`src/udb_pkg.sv`:
```
// package of the serial data buffer block: register map, field layouts,
// reset values and state enumerations.
// assumes an 8-bit register port with a 4-bit word address.
package udb_pkg;

  // ************************************************************
  // register map (word addresses)
  // ************************************************************
  localparam logic [3:0] ADDR_DATA     = 4'h0; // receive_buffer / transmit_holding
  localparam logic [3:0] ADDR_IRQ_EN   = 4'h1;
  localparam logic [3:0] ADDR_STATUS   = 4'h2;
  localparam logic [3:0] ADDR_LINE     = 4'h3;
  localparam logic [3:0] ADDR_MODE     = 4'h4;
  localparam logic [3:0] ADDR_SCRATCH  = 4'h5;
  localparam logic [3:0] ADDR_DIV_LO   = 4'h6;
  localparam logic [3:0] ADDR_DIV_HI   = 4'h7;
  localparam logic [3:0] ADDR_STATE    = 4'h8;
  localparam logic [3:0] ADDR_RX_LEVEL = 4'h9;
  localparam logic [3:0] ADDR_TX_LEVEL = 4'ha;

  // ************************************************************
  // status / irq enable bit positions
  // ************************************************************
  localparam int ST_RX_AVAIL  = 0;
  localparam int ST_HOLD_EMPT = 1;
  localparam int ST_OVERRUN   = 2;
  localparam int ST_LINE_ERR  = 3;
  localparam int ST_WIDTH     = 4;

  // ************************************************************
  // reset values
  // ************************************************************
  localparam logic [3:0]  IRQ_EN_RESET  = 4'h0;
  localparam logic [4:0]  LINE_RESET    = 5'h03; // 8 data bits, 1 stop
  localparam logic [3:0]  MODE_RESET    = 4'h0;  // single-character mode
  localparam logic [7:0]  SCRATCH_RESET = 8'h00;
  localparam logic [15:0] DIV_RESET     = 16'h0001;

  // ************************************************************
  // timing counts, in 16x ticks
  // ************************************************************
  localparam logic [4:0] TICKS_BIT      = 5'h10;
  localparam logic [4:0] TICKS_HALF     = 5'h08;
  localparam logic [4:0] TICKS_STOP_1H  = 5'h18;
  localparam logic [4:0] TICKS_STOP_2   = 5'h20;

  // ************************************************************
  // carriers
  // ************************************************************
  typedef struct packed {
    logic       parity_even;
    logic       parity_en;
    logic       two_stop;
    logic [1:0] word_len;    // 0..3 -> 5..8 data bits
  } udb_line_t;

  typedef struct packed {
    logic [1:0] rx_trigger;  // fifo mode: 1, 4, 8, 14 bytes
    logic       loopback;
    logic       fifo_mode;
  } udb_mode_t;

  typedef enum logic [2:0] {
    TX_IDLE, TX_START, TX_DATA, TX_PARITY, TX_STOP
  } udb_tx_state_t;

  typedef enum logic [2:0] {
    RX_IDLE, RX_START, RX_DATA, RX_PARITY, RX_STOP
  } udb_rx_state_t;

endpackage

```
`src/udb_data_buffers.sv`:
```
// serial data buffer block: receive and transmit byte stores, shift
// registers, baud generator, interrupt flags and scratch register.
// assumes a single-cycle register port on sys_clk_in; serial input and the
// 16x receive clock come from pins and are synchronised here.
//
// Operation
// - receive buffer is a fifo of up to sixteen bytes.
// - receiver timing comes from the 16x receive clock input.
// - serial input shifts into a shift register, then moves into the buffer.
// - single-character mode: character entering buffer raises irq if enable bit0.
// - reading the receive buffer clears the received-data interrupt.
// - fifo mode: interrupts follow fifo control settings instead.
// - 8-bit scratch register, read back, affects nothing else.
// - transmit holding store is a fifo of up to sixteen bytes.
// - transmitter timing comes from the baud generator output.
// - next byte moves to the shift register only when it is idle.
// - shift register contents are serialised onto the serial output.
// - single-character mode: holding empty raises irq if enable bit1.
// - writing the transmit holding register clears the holding-empty interrupt.
// - line control settings govern framing of receiver and transmitter.
// - writing either divisor byte reloads the 16-bit baud counter.
// - loopback feeds transmit output to receiver, ignoring the serial input.
//
// The register addresses and strobed register access are this design's own decisions.
`timescale 1ns/1ps
module udb_data_buffers #(
  parameter int DEPTH = 16
) (
  input  wire logic       sys_clk_in,                  // 100 MHz clock
  input  wire logic       arst_n_in,                   // async reset, low
  input  wire logic [3:0] addr_in,                     // register address
  input  wire logic [7:0] wdata_in,                    // write data
  input  wire logic       wr_in,                       // write strobe
  input  wire logic       rd_in,                       // read strobe
  output logic      [7:0] rdata_out,                   // read data, next cycle
  input  wire logic       serial_input_in,             // serial line in
  input  wire logic       rx_clk16_in,                 // 16x receive clock pin
  output logic            serial_output_out,           // serial line out
  output logic            baud_generator_output_out,   // 16x baud tick
  output logic            irq_out                      // level interrupt
);

  localparam int CW = $clog2(DEPTH + 1);
  localparam int PW = $clog2(DEPTH);

  // ************************************************************
  // register file
  // ************************************************************
  logic [3:0]          irq_en;
  logic [udb_pkg::ST_WIDTH-1:0] status;
  udb_pkg::udb_line_t  line_cfg;
  udb_pkg::udb_mode_t  mode_cfg;
  logic [7:0]          scratch_pad;
  logic [15:0]         divisor;

  logic wr_data, rd_data, wr_div;
  assign wr_data = wr_in && (addr_in == udb_pkg::ADDR_DATA);
  assign rd_data = rd_in && (addr_in == udb_pkg::ADDR_DATA);
  assign wr_div  = wr_in && (addr_in == udb_pkg::ADDR_DIV_LO ||
                             addr_in == udb_pkg::ADDR_DIV_HI);

  always_ff @(posedge sys_clk_in or negedge arst_n_in) begin
    if (!arst_n_in) begin
      irq_en      <= udb_pkg::IRQ_EN_RESET;
      line_cfg    <= udb_pkg::LINE_RESET;
      mode_cfg    <= udb_pkg::MODE_RESET;
      scratch_pad <= udb_pkg::SCRATCH_RESET;
      divisor     <= udb_pkg::DIV_RESET;
    end else if (wr_in) begin
      case (addr_in)
        udb_pkg::ADDR_IRQ_EN:  irq_en      <= wdata_in[3:0];
        udb_pkg::ADDR_LINE:    line_cfg    <= wdata_in[4:0];
        udb_pkg::ADDR_MODE:    mode_cfg    <= wdata_in[3:0];
        udb_pkg::ADDR_SCRATCH: scratch_pad <= wdata_in;
        udb_pkg::ADDR_DIV_LO:  divisor[7:0]  <= wdata_in;
        udb_pkg::ADDR_DIV_HI:  divisor[15:8] <= wdata_in;
        default: ;
      endcase
    end
  end

  // ************************************************************
  // baud generator
  // ************************************************************
  logic [15:0] baud_cnt;
  logic        baud_tick;
  logic [15:0] next_divisor;

  always_comb begin
    next_divisor = divisor;
    if (wr_in && addr_in == udb_pkg::ADDR_DIV_LO)
      next_divisor[7:0] = wdata_in;
    if (wr_in && addr_in == udb_pkg::ADDR_DIV_HI)
      next_divisor[15:8] = wdata_in;
  end

  // a zero divisor is treated as one so the counter never stalls
  always_ff @(posedge sys_clk_in or negedge arst_n_in) begin
    if (!arst_n_in) begin
      baud_cnt  <= udb_pkg::DIV_RESET;
      baud_tick <= 1'b0;
    end else if (wr_div) begin
      baud_cnt  <= next_divisor;
      baud_tick <= 1'b0;
    end else if (baud_cnt <= 16'h0001) begin
      baud_cnt  <= divisor;
      baud_tick <= 1'b1;
    end else begin
      baud_cnt  <= baud_cnt - 16'h0001;
      baud_tick <= 1'b0;
    end
  end

  assign baud_generator_output_out = baud_tick;

  // ************************************************************
  // pin synchronisers: three flops, act once the last two agree
  // ************************************************************
  logic [2:0] rclk_sync, sin_sync;
  logic       rclk_lvl, sin_lvl, rx_tick;

  always_ff @(posedge sys_clk_in or negedge arst_n_in) begin
    if (!arst_n_in) begin
      rclk_sync <= 3'h0;
      sin_sync  <= 3'h7;
      rclk_lvl  <= 1'b0;
      sin_lvl   <= 1'b1;
    end else begin
      rclk_sync <= {rclk_sync[1:0], rx_clk16_in};
      sin_sync  <= {sin_sync[1:0], serial_input_in};
      if (rclk_sync[1] == rclk_sync[2])
        rclk_lvl <= rclk_sync[2];
      if (sin_sync[1] == sin_sync[2])
        sin_lvl <= sin_sync[2];
    end
  end

  logic rclk_lvl_d;
  always_ff @(posedge sys_clk_in or negedge arst_n_in) begin
    if (!arst_n_in)
      rclk_lvl_d <= 1'b0;
    else
      rclk_lvl_d <= rclk_lvl;
  end
  assign rx_tick = rclk_lvl && !rclk_lvl_d;

  logic rx_line;
  assign rx_line = mode_cfg.loopback ? serial_output_out : sin_lvl;

  // ************************************************************
  // framing helpers
  // ************************************************************
  logic [2:0] last_bit;
  logic [7:0] data_mask;
  logic [4:0] stop_ticks;
  assign last_bit  = {1'b0, line_cfg.word_len} + 3'h4;
  assign data_mask = 8'hff >> (2'h3 - line_cfg.word_len);
  always_comb begin
    if (!line_cfg.two_stop)
      stop_ticks = udb_pkg::TICKS_BIT;
    else if (line_cfg.word_len == 2'h0)
      stop_ticks = udb_pkg::TICKS_STOP_1H;
    else
      stop_ticks = udb_pkg::TICKS_STOP_2;
  end

  function automatic logic parity_bit(input logic [7:0] d,
                                      input logic [7:0] m,
                                      input logic       even);
    logic p;
    p = ^(d & m);
    parity_bit = even ? p : ~p;
  endfunction

  // ************************************************************
  // byte stores
  // ************************************************************
  logic [7:0]    rx_mem [DEPTH];
  logic [7:0]    tx_mem [DEPTH];
  logic [PW-1:0] rx_wp, rx_rp, tx_wp, tx_rp;
  logic [CW-1:0] rx_cnt, tx_cnt, cap;
  logic          rx_push, rx_pop, tx_push, tx_pop;
  logic [7:0]    rx_word;
  logic          rx_store, rx_over;

  // single-character mode only uses the head entry
  assign cap     = mode_cfg.fifo_mode ? CW'(DEPTH) : CW'(1);
  assign rx_pop  = rd_data && (rx_cnt != '0);
  assign tx_push = wr_data && (tx_cnt < cap);

  always_ff @(posedge sys_clk_in or negedge arst_n_in) begin
    if (!arst_n_in) begin
      rx_wp  <= '0;
      rx_rp  <= '0;
      rx_cnt <= '0;
    end else begin
      if (rx_store) begin
        rx_mem[rx_wp] <= rx_word;
        rx_wp <= (rx_wp == PW'(DEPTH - 1)) ? '0 : rx_wp + PW'(1);
      end
      if (rx_pop)
        rx_rp <= (rx_rp == PW'(DEPTH - 1)) ? '0 : rx_rp + PW'(1);
      rx_cnt <= rx_cnt + CW'(rx_store) - CW'(rx_pop);
    end
  end

  always_ff @(posedge sys_clk_in or negedge arst_n_in) begin
    if (!arst_n_in) begin
      tx_wp  <= '0;
      tx_rp  <= '0;
      tx_cnt <= '0;
    end else begin
      if (tx_push) begin
        tx_mem[tx_wp] <= wdata_in;
        tx_wp <= (tx_wp == PW'(DEPTH - 1)) ? '0 : tx_wp + PW'(1);
      end
      if (tx_pop)
        tx_rp <= (tx_rp == PW'(DEPTH - 1)) ? '0 : tx_rp + PW'(1);
      tx_cnt <= tx_cnt + CW'(tx_push) - CW'(tx_pop);
    end
  end

  // ************************************************************
  // transmitter
  // ************************************************************
  udb_pkg::udb_tx_state_t tx_state;
  logic [7:0] tx_shift;
  logic [2:0] tx_bitn;
  logic [4:0] tx_tcnt;
  logic       tx_par;

  assign tx_pop = (tx_state == udb_pkg::TX_IDLE) && (tx_cnt != '0);

  always_ff @(posedge sys_clk_in or negedge arst_n_in) begin
    if (!arst_n_in) begin
      tx_state <= udb_pkg::TX_IDLE;
      tx_shift <= 8'h00;
      tx_bitn  <= 3'h0;
      tx_tcnt  <= 5'h00;
      tx_par   <= 1'b0;
    end else begin
      case (tx_state)
        udb_pkg::TX_IDLE: begin
          tx_tcnt <= 5'h00;
          if (tx_pop) begin
            tx_shift <= tx_mem[tx_rp];
            tx_par   <= parity_bit(tx_mem[tx_rp], data_mask,
                                   line_cfg.parity_even);
            tx_state <= udb_pkg::TX_START;
          end
        end
        udb_pkg::TX_START, udb_pkg::TX_DATA, udb_pkg::TX_PARITY: begin
          if (baud_tick) begin
            if (tx_tcnt == udb_pkg::TICKS_BIT - 5'h01) begin
              tx_tcnt <= 5'h00;
              if (tx_state == udb_pkg::TX_START) begin
                tx_bitn  <= 3'h0;
                tx_state <= udb_pkg::TX_DATA;
              end else if (tx_state == udb_pkg::TX_DATA) begin
                tx_shift <= tx_shift >> 1;
                tx_bitn  <= tx_bitn + 3'h1;
                if (tx_bitn == last_bit)
                  tx_state <= line_cfg.parity_en ? udb_pkg::TX_PARITY
                                                 : udb_pkg::TX_STOP;
              end else begin
                tx_state <= udb_pkg::TX_STOP;
              end
            end else begin
              tx_tcnt <= tx_tcnt + 5'h01;
            end
          end
        end
        udb_pkg::TX_STOP: begin
          if (baud_tick) begin
            if (tx_tcnt == stop_ticks - 5'h01) begin
              tx_tcnt  <= 5'h00;
              tx_state <= udb_pkg::TX_IDLE;
            end else begin
              tx_tcnt <= tx_tcnt + 5'h01;
            end
          end
        end
        default: tx_state <= udb_pkg::TX_IDLE;
      endcase
    end
  end

  always_ff @(posedge sys_clk_in or negedge arst_n_in) begin
    if (!arst_n_in)
      serial_output_out <= 1'b1;
    else begin
      case (tx_state)
        udb_pkg::TX_START:  serial_output_out <= 1'b0;
        udb_pkg::TX_DATA:   serial_output_out <= tx_shift[0];
        udb_pkg::TX_PARITY: serial_output_out <= tx_par;
        default:            serial_output_out <= 1'b1;
      endcase
    end
  end

  // ************************************************************
  // receiver
  // ************************************************************
  udb_pkg::udb_rx_state_t rx_state;
  logic [7:0] rx_shift;
  logic [2:0] rx_bitn;
  logic [3:0] rx_tcnt;
  logic       rx_par_bad, rx_err;

  always_ff @(posedge sys_clk_in or negedge arst_n_in) begin
    if (!arst_n_in) begin
      rx_state   <= udb_pkg::RX_IDLE;
      rx_shift   <= 8'h00;
      rx_bitn    <= 3'h0;
      rx_tcnt    <= 4'h0;
      rx_par_bad <= 1'b0;
      rx_push    <= 1'b0;
      rx_word    <= 8'h00;
      rx_err     <= 1'b0;
    end else begin
      rx_push <= 1'b0;
      rx_err  <= 1'b0;
      if (rx_tick) begin
        case (rx_state)
          udb_pkg::RX_IDLE: begin
            rx_tcnt <= 4'h0;
            if (!rx_line) begin
              rx_shift   <= 8'h00;
              rx_par_bad <= 1'b0;
              rx_state   <= udb_pkg::RX_START;
            end
          end
          udb_pkg::RX_START: begin
            // re-check at mid bit so a glitch is not taken as a start
            if (rx_tcnt == 4'(udb_pkg::TICKS_HALF - 5'h01)) begin
              rx_tcnt  <= 4'h0;
              rx_bitn  <= 3'h0;
              rx_state <= rx_line ? udb_pkg::RX_IDLE : udb_pkg::RX_DATA;
            end else begin
              rx_tcnt <= rx_tcnt + 4'h1;
            end
          end
          udb_pkg::RX_DATA: begin
            rx_tcnt <= rx_tcnt + 4'h1;
            if (rx_tcnt == 4'hf) begin
              rx_shift[rx_bitn] <= rx_line;
              rx_bitn <= rx_bitn + 3'h1;
              if (rx_bitn == last_bit)
                rx_state <= line_cfg.parity_en ? udb_pkg::RX_PARITY
                                               : udb_pkg::RX_STOP;
            end
          end
          udb_pkg::RX_PARITY: begin
            rx_tcnt <= rx_tcnt + 4'h1;
            if (rx_tcnt == 4'hf) begin
              rx_par_bad <= rx_line != parity_bit(rx_shift, data_mask,
                                                  line_cfg.parity_even);
              rx_state   <= udb_pkg::RX_STOP;
            end
          end
          udb_pkg::RX_STOP: begin
            rx_tcnt <= rx_tcnt + 4'h1;
            if (rx_tcnt == 4'hf) begin
              rx_word  <= rx_shift;
              rx_push  <= 1'b1;
              rx_err   <= rx_par_bad || !rx_line;
              rx_state <= udb_pkg::RX_IDLE;
            end
          end
          default: rx_state <= udb_pkg::RX_IDLE;
        endcase
      end
    end
  end

  // a full store drops the new character and flags an overrun
  assign rx_store = rx_push && (rx_cnt < cap);
  assign rx_over  = rx_push && !(rx_cnt < cap);

  // ************************************************************
  // interrupt flags: events set, write-one clears, set wins
  // ************************************************************
  logic [4:0] trig_lvl;
  logic       tx_empty, tx_empty_d, rx_event;
  logic [udb_pkg::ST_WIDTH-1:0] set_bits, clr_bits;

  always_comb begin
    case (mode_cfg.rx_trigger)
      2'h0:    trig_lvl = 5'h01;
      2'h1:    trig_lvl = 5'h04;
      2'h2:    trig_lvl = 5'h08;
      default: trig_lvl = 5'h0e;
    endcase
  end

  assign tx_empty = (tx_cnt == '0);
  // single-character mode: every stored character; fifo mode: level
  assign rx_event = mode_cfg.fifo_mode
                  ? (rx_store && (5'(rx_cnt) + 5'h01 >= trig_lvl))
                  : rx_store;

  always_ff @(posedge sys_clk_in or negedge arst_n_in) begin
    if (!arst_n_in)
      tx_empty_d <= 1'b0;
    else
      tx_empty_d <= tx_empty;
  end

  always_comb begin
    set_bits = '0;
    set_bits[udb_pkg::ST_RX_AVAIL]  = rx_event;
    set_bits[udb_pkg::ST_HOLD_EMPT] = tx_empty && !tx_empty_d;
    set_bits[udb_pkg::ST_OVERRUN]   = rx_over;
    set_bits[udb_pkg::ST_LINE_ERR]  = rx_store && rx_err;
    clr_bits = '0;
    if (wr_in && addr_in == udb_pkg::ADDR_STATUS)
      clr_bits = wdata_in[udb_pkg::ST_WIDTH-1:0];
    if (rd_data)
      clr_bits[udb_pkg::ST_RX_AVAIL] = 1'b1;
    if (wr_data)
      clr_bits[udb_pkg::ST_HOLD_EMPT] = 1'b1;
  end

  always_ff @(posedge sys_clk_in or negedge arst_n_in) begin
    if (!arst_n_in)
      status <= '0;
    else
      status <= (status & ~clr_bits) | set_bits;
  end

  assign irq_out = |(status & irq_en);

  // ************************************************************
  // read port
  // ************************************************************
  always_ff @(posedge sys_clk_in or negedge arst_n_in) begin
    if (!arst_n_in)
      rdata_out <= 8'h00;
    else if (rd_in) begin
      case (addr_in)
        udb_pkg::ADDR_DATA:
          rdata_out <= (rx_cnt != '0) ? rx_mem[rx_rp] : 8'h00;
        udb_pkg::ADDR_IRQ_EN:   rdata_out <= {4'h0, irq_en};
        udb_pkg::ADDR_STATUS:   rdata_out <= {4'h0, status};
        udb_pkg::ADDR_LINE:     rdata_out <= {3'h0, line_cfg};
        udb_pkg::ADDR_MODE:     rdata_out <= {4'h0, mode_cfg};
        udb_pkg::ADDR_SCRATCH:  rdata_out <= scratch_pad;
        udb_pkg::ADDR_DIV_LO:   rdata_out <= divisor[7:0];
        udb_pkg::ADDR_DIV_HI:   rdata_out <= divisor[15:8];
        udb_pkg::ADDR_STATE:
          rdata_out <= {4'h0, tx_state == udb_pkg::TX_IDLE, tx_empty,
                        tx_cnt >= cap, rx_cnt != '0};
        udb_pkg::ADDR_RX_LEVEL: rdata_out <= 8'(rx_cnt);
        udb_pkg::ADDR_TX_LEVEL: rdata_out <= 8'(tx_cnt);
        default:                rdata_out <= 8'h00;
      endcase
    end else
      rdata_out <= 8'h00;
  end

endmodule

```
`config.mk`:
```
export PLATFORM = sky130hd
export DESIGN_NAME = udb_data_buffers
export DESIGN_NICKNAME = d
export VERILOG_FILES = /design/src/udb_pkg.sv /design/src/udb_data_buffers.sv
export SDC_FILE = /design/constraint.sdc
export NUM_CORES = 1
export LEC_CHECK = 0
export BUFFER_PORTS_ARGS = -buffer_cell sky130_fd_sc_hd__buf_2
export CORE_ASPECT_RATIO = 0.8
export CORE_MARGIN = 1
export CORE_UTILIZATION = 60
export CTS_BUF_LIST = sky130_fd_sc_hd__clkbuf_16
export CTS_CLUSTER_SIZE = 10
export DETAILED_ROUTE_END_ITERATION = 7
export PLACE_DENSITY_LB_ADDON = 0.12
export SLEW_MARGIN = 20
export SYNTH_ARGS = -nofsm -noshare
export SYNTH_HDL_FRONTEND = slang
export SYNTH_SLANG_ARGS = --single-unit
```
`constraint.sdc`:
```
create_clock -name sys_clk_in -period 4.1 [get_ports sys_clk_in]
set_input_delay 0.205 -clock sys_clk_in [delete_from_list [all_inputs] [get_ports sys_clk_in]]
set_output_delay 0.205 -clock sys_clk_in [all_outputs]
set_load 0.01 [all_outputs]
```
# After elaboration in Yosys (flattened, before gate mapping)
# Memories as Yosys holds them, arrays and structs flattened.
# Index checks and enable logic that the tools add are counted.
# word_totals
reg_bits,152
ramBits,256
in_bits,18
word_cells,264
n_memories,2
# memory_table
name,depth,width,rd,rd_ports_with_merged_regs,wr,line_no,source
rx_mem,16,8,1,0,1,udb_data_buffers.sv:178,logic [7:0] rx_mem [DEPTH];
tx_mem,16,8,1,0,1,udb_data_buffers.sv:179,logic [7:0] tx_mem [DEPTH];
# op_classes
n_addsub,17
order_cmp,7
eq_ne,47
shift,1
mux,80
bitwise_logic,8
n_reduce_logical,61
# op_table
op,count
8-bit 2-to-1 mux,11
8-bit one-hot mux with 11 select lines,1
3-bit 2-to-1 mux,19
5-bit 2-to-1 mux,7
"4-bit equality test, second input constant",8
16-bit 2-to-1 mux,2
8-bit one-hot mux with 2 select lines,2
"2-bit != test, second input constant",13
4-bit 2-to-1 mux,6
4-bit one-hot mux with 3 select lines,2
1-bit 2-to-1 mux,21
"4-bit by 1-bit adder with 4-bit output, second input constant",5
"4-bit by 3-bit equality test with 1-bit output, second input constant",5
1-bit logical AND,18
8-bit bitwise AND,2
"16-bit by 1-bit less-or-equal comparator with 1-bit output, second input constant",1
2-bit AND reduction,8
4-bit AND reduction,4
8-bit parity,2
"16-bit by 1-bit subtractor with 16-bit output, second input constant",1
3-bit one-hot mux with 5 select lines,1
5-bit one-hot mux with 3 select lines,1
"3-bit by 2-bit equality test with 1-bit output, second input constant",4
6-bit AND reduction,2
other kinds (48),75

# Longest topological paths before layout
# logic_depth
ltp_word,9
mapped_depth,18
depth_no_buf,17

# Least setup slack after synthesis
# Ideal clock, no wire load.
# synth_timing
path_kind,flip-flop to flip-flop
start,reg rx_cnt[1]
end,reg rx_cnt[4]
setup_time_ps,123
arrival_time_ps,2733
required_ps,3977
slack_ps,1244
path_stages_with_launch,18
cell_sequence,dfrtp_1 > inv_1 > ha_1 > nand3b_1 > and3_1 > clkbuf_1 > and2_1 > clkbuf_1 > ha_1 > inv_1 > ha_1 > inv_1 > fa_1 > nor2_1 > nor2_1 > nor2_1 > nor2_1 > xnor2_1
# synth_between
elab_cells_between_ends,6
# synth_lines
element,line_no,source
from (decl),udb_data_buffers.sv:181,"logic [CW-1:0] rx_cnt, tx_cnt, cap;"
from (signal assigned),udb_data_buffers.sv:203,rx_cnt <= rx_cnt + CW'(rx_store) - CW'(rx_pop);
5-bit nonzero test,udb_data_buffers.sv:188,assign rx_pop = rd_data && (rx_cnt != '0);
1-bit logical AND,udb_data_buffers.sv:188,
net rx_pop,udb_data_buffers.sv:182,"logic rx_push, rx_pop, tx_push, tx_pop;"
5-bit by 1-bit subtractor with 5-bit output,udb_data_buffers.sv:203,
# The timed path passes the listed nets, and every way through them passes these cells.
# A chain may end at the register's enable or synchronous reset.

# Worst setup path after layout
# layout_timing
start,reg rx_cnt[1]
end,reg rx_cnt[4]
# layout_between
elab_chain_len,4
elab_cells_between_ends,6
# layout_rtl
element,line_no,source
5-bit < comparator,udb_data_buffers.sv:377,assign rx_store = rx_push && (rx_cnt < cap);
1-bit logical AND,udb_data_buffers.sv:377,
5-bit by 1-bit adder with 5-bit output,udb_data_buffers.sv:203,
5-bit by 1-bit subtractor with 5-bit output *,udb_data_buffers.sv:203,
# Mark *: on every way between the ends. The rest lies on a longest branch, timed or not.

==> impl_metrics.py <==
metrics = {
    "logic_synthesis": {
        "netlist_instances": 1307,
        "syn_nets": 1372,
        "synth_area_per_cell_um2": 14.0,
        "ys.flop_type": "edfxtp_1",
        "synth_area_um2": 18300,
        "seq_area_frac_synth_pct": 62.8,
        "ys_ff_latch": 408,
        "ys_warn_count": 0,
        "synth_edf_count": 256,
        "ys_async_sr_fraction_pct": 37.3,
        "ys_types": 63,
    },
    "floorplan": {
        "core_area_um2": 29600,
        "start_util_pct": 61.8,
        "dieHeight_um": 158,
        "io_pins": 29,
        "die-area_um2": 31200,
        "placementRows": 56,
        "dieWidth_um": 197,
    },
    "status": {
        "status": "finished clean",
    },
    "layout": {
        "synthToLayoutAreaGrowth_pct": 10.5,
        "drive_gt1_share_pct": 16.6,
        "fillers": 2062,
        "antennaDiodeCount": 0,
        "final_common_cell": "edfxtp_1",
        "finalNonFillerCells": 1785,
        "finalInstanceArea_um2": 20200,
        "final_nets": 1405,
        "fin_util_pct": 68.3,
        "final_cell_mix": "edfxtp_1 (256), dfrtp_1 (141), nand2_1 (138)",
    },
    "clocking": {
        "h-tree-depth": 2,
        "cts_tree": "done",
        "cts_sinks": 408,
        "clk-insertion-delay-late_ns": 0.56,
        "cts_buffer_depth": 3,
        "clock-root-buffer": "clkbuf_16",
        "clk_pin_slew_worst_paths_ns": 0.06,
        "post_cts_buffers": 0,
        "cts_hold_buf": 3,
        "cts-resized-gates": 0,
        "cts_buffers": 47,
    },
    "placed_design": {
        "routabilityCongestion": 0.928,
        "hpwl_um": 26900,
        "post_dp_cell_area_um2": 18800,
        "dp.cells": 1694,
        "port_buffers": 28,
    },
    "power": {
        "leakage_nw": 7.78,
        "ir_worst_vdd_v": 0.000357,
        "power.density_nw_per_um2": 541,
    },
    "critical_path": {
        "startpoint_type": "flip-flop",
        "crit_slowest_cell": "dfrtp_1",
        "max_stage_delay_ns": 0.49,
        "critPathTopFamily": "adder cells",
        "r2r-end": "rx_cnt[4]$_DFF_PN0_",
        "critPathKind": "flip-flop to flip-flop",
        "crit_path_start": "rx_cnt[1]$_DFF_PN0_",
        "rr_worst_depth": 17,
        "crit_required_ns": 4.52,
        "worst_setup_path_end_kind": "flip-flop",
        "reg2reg_from": "rx_cnt[1]$_DFF_PN0_",
        "cp.arrival_ns": 3.66,
        "crit_buf_inv": 4,
        "rrSetupSlack_ns": 0.87,
        "cp_num_cells": 17,
        "cpMostUsedCell": "nor2_1",
        "crit_end": "rx_cnt[4]$_DFF_PN0_",
        "crit_chain": "inv_1 -> ha_1 -> o21ai_0 -> nand3_1 -> a21oi_1 -> and2_1 -> inv_2 -> ha_1 -> inv_1 -> ha_1 -> inv_1 -> fa_1 -> nor2_1 -> nor2_1 -> nor2_1 -> nor2_1 -> xnor2_1",
        "crit_path_max_fanout": 11,
    },
    "global_route": {
        "grt_first_pass_wirelength_um": 63800,
        "overflow": 0,
        "groute.usage.overall_pct": 27.7,
        "antenna_found_initial": 0,
        "grt_max_degree": 67,
        "first_global_vias": 10649,
    },
    "drt": {
        "drc": 0,
        "detail-route-antenna-nets": 0,
        "routedWlPerCell_um": 23.1,
        "dr_wl_met2_um": 17500,
        "met1_length_um": 19300,
        "vias": 11015,
        "dr_wl_met3_um": 3560,
        "wirelength_um": 41200,
        "drtIter0Drc": 1203,
        "dr.pass1.iters": 5,
        "via_per_inst": 6.17,
        "dr.max_layer_used": "met4",
    },
    "sta": {
        "hold_violations": 0,
        "fin_worst_skew_ns": 0.0258,
        "period_share_pct": 78.9,
        "slew_viol_final": 0,
        "setup_violations": 0,
        "rsz0062_at_grt": "no",
        "max_freq_ghz": 0.309,
        "max_slew_margin_pct": 33.9,
        "tightest_slew_ns": 0.987,
        "setup_tns_ns": 0,
        "whs_ns": 0.0930,
        "period_minus_slack_ns": 3.23,
    },
    "worst_hold_path": {
        "hold_class": "primary input to flip-flop",
    },
    "job": {
        "cap_violations": 0,
    },
}
==> worst min path at each step <==
stage | from | slack, ns | cells after the start | endpoint
after floorplan | arst_n_in | -0.09 | 0 | baud_cnt[10]$_DFF_PN0_
after global placement | arst_n_in | 0.16 | 1 | rclk_sync[0]$_DFF_PN0_
after detailed placement | arst_n_in | 0.16 | 1 | rx_tcnt[1]$_DFFE_PN0P_
after CTS | wdata_in[6] | 0.1 | 1 | tx_mem[3][6]$_DFFE_PP_
after global routing | wdata_in[6] | 0.1 | 1 | tx_mem[0][6]$_DFFE_PP_
final | wdata_in[6] | 0.09 | 1 | tx_mem[11][6]$_DFFE_PP_
==> layer usage <==
layer	vias to the layer above	GRT usage (%)
li1	4948	-
met1	5556	44.3
met2	440	38.4
met3	71	6.08
met4	0	7.12
met5	-	0
==> cells in the mapped netlist, types with 13 or more instances <==
cell      instances  share of area [%]
ha_1             45                3.1
mux2i_1          17               0.93
mux4_1           15                2.2
mux4_2           58                7.1
nor2b_1          17               0.58
edfxtp_1        256                 42
xnor2_1          33                1.6
dfrtp_1         143                 20
nand3_1          24               0.66
a22oi_1          26                1.1
mux2_2           58                3.6
and2_1           26               0.89
o21ai_0          75                2.0
nand2_1         138                2.8
nor3_1           16               0.44
a21oi_1          44                1.2
a31oi_1          14               0.48
inv_1            42               0.86
xor2_1           13               0.62
clkbuf_1         45               0.92
nor2_1           87                1.8
==> report_power, final <==
group	total, mW	internal [mW]	switching [mW]
logic	1.99	0.961	1.03
registers	5.22	4.70	0.517
clock network	3.75	2.17	1.58
==> stage by stage <==
step / worst slack [ns] / power [mW]
final: 0.866 / 11.0
after global routing: 0.550 / 11.5
after CTS: 0.868 / 11.0
after detailed placement: 0.895 / 7.24
after global placement: 0.985 / 7.18
after floorplan: 1.24 / 6.64
==> cell families after synthesis <==
| logic type | after synthesis | synth area share [%] |
|---|---|---|
| compound gates | 202 | 6.62 |
| xor+xnor | 48 | 2.41 |
| fa+ha+maj | 49 | 3.40 |
| buf+inv | 106 | 2.44 |
| flops | 408 | 62.8 |
| mux | 148 | 13.8 |
| simple gates | 346 | 8.57 |
==> layout make-up <==
cell class | count | area [um^2] | area share [%]
Tap cell | 406 | 508 | 2.51
Clock buffer | 48 | 1200 | 5.93
Clock inverter | 40 | 198 | 0.977
Inverter | 44 | 165 | 0.816
Sequential cell | 408 | 11500 | 56.8
Timing Repair Buffer | 46 | 289 | 1.43
Multi-Input combinational cell | 793 | 6380 | 31.5
==> sequential cells by signal, summed over array words and instances, names as in the netlist, 5 cells and up <==
| register | flops |
|---|---|
| rdata_out | 8 |
| tx_tcnt | 5 |
| rx_cnt | 5 |
| tx_shift | 8 |
| tx_cnt | 5 |
| rx_word | 8 |
| baud_cnt | 16 |
| rx_mem | 128 |
| rx_shift | 8 |
| tx_mem | 128 |
| line_cfg | 5 |
| scratch_pad | 8 |
| divisor | 16 |
Note: power is estimated with default switching activity, not from simulation.
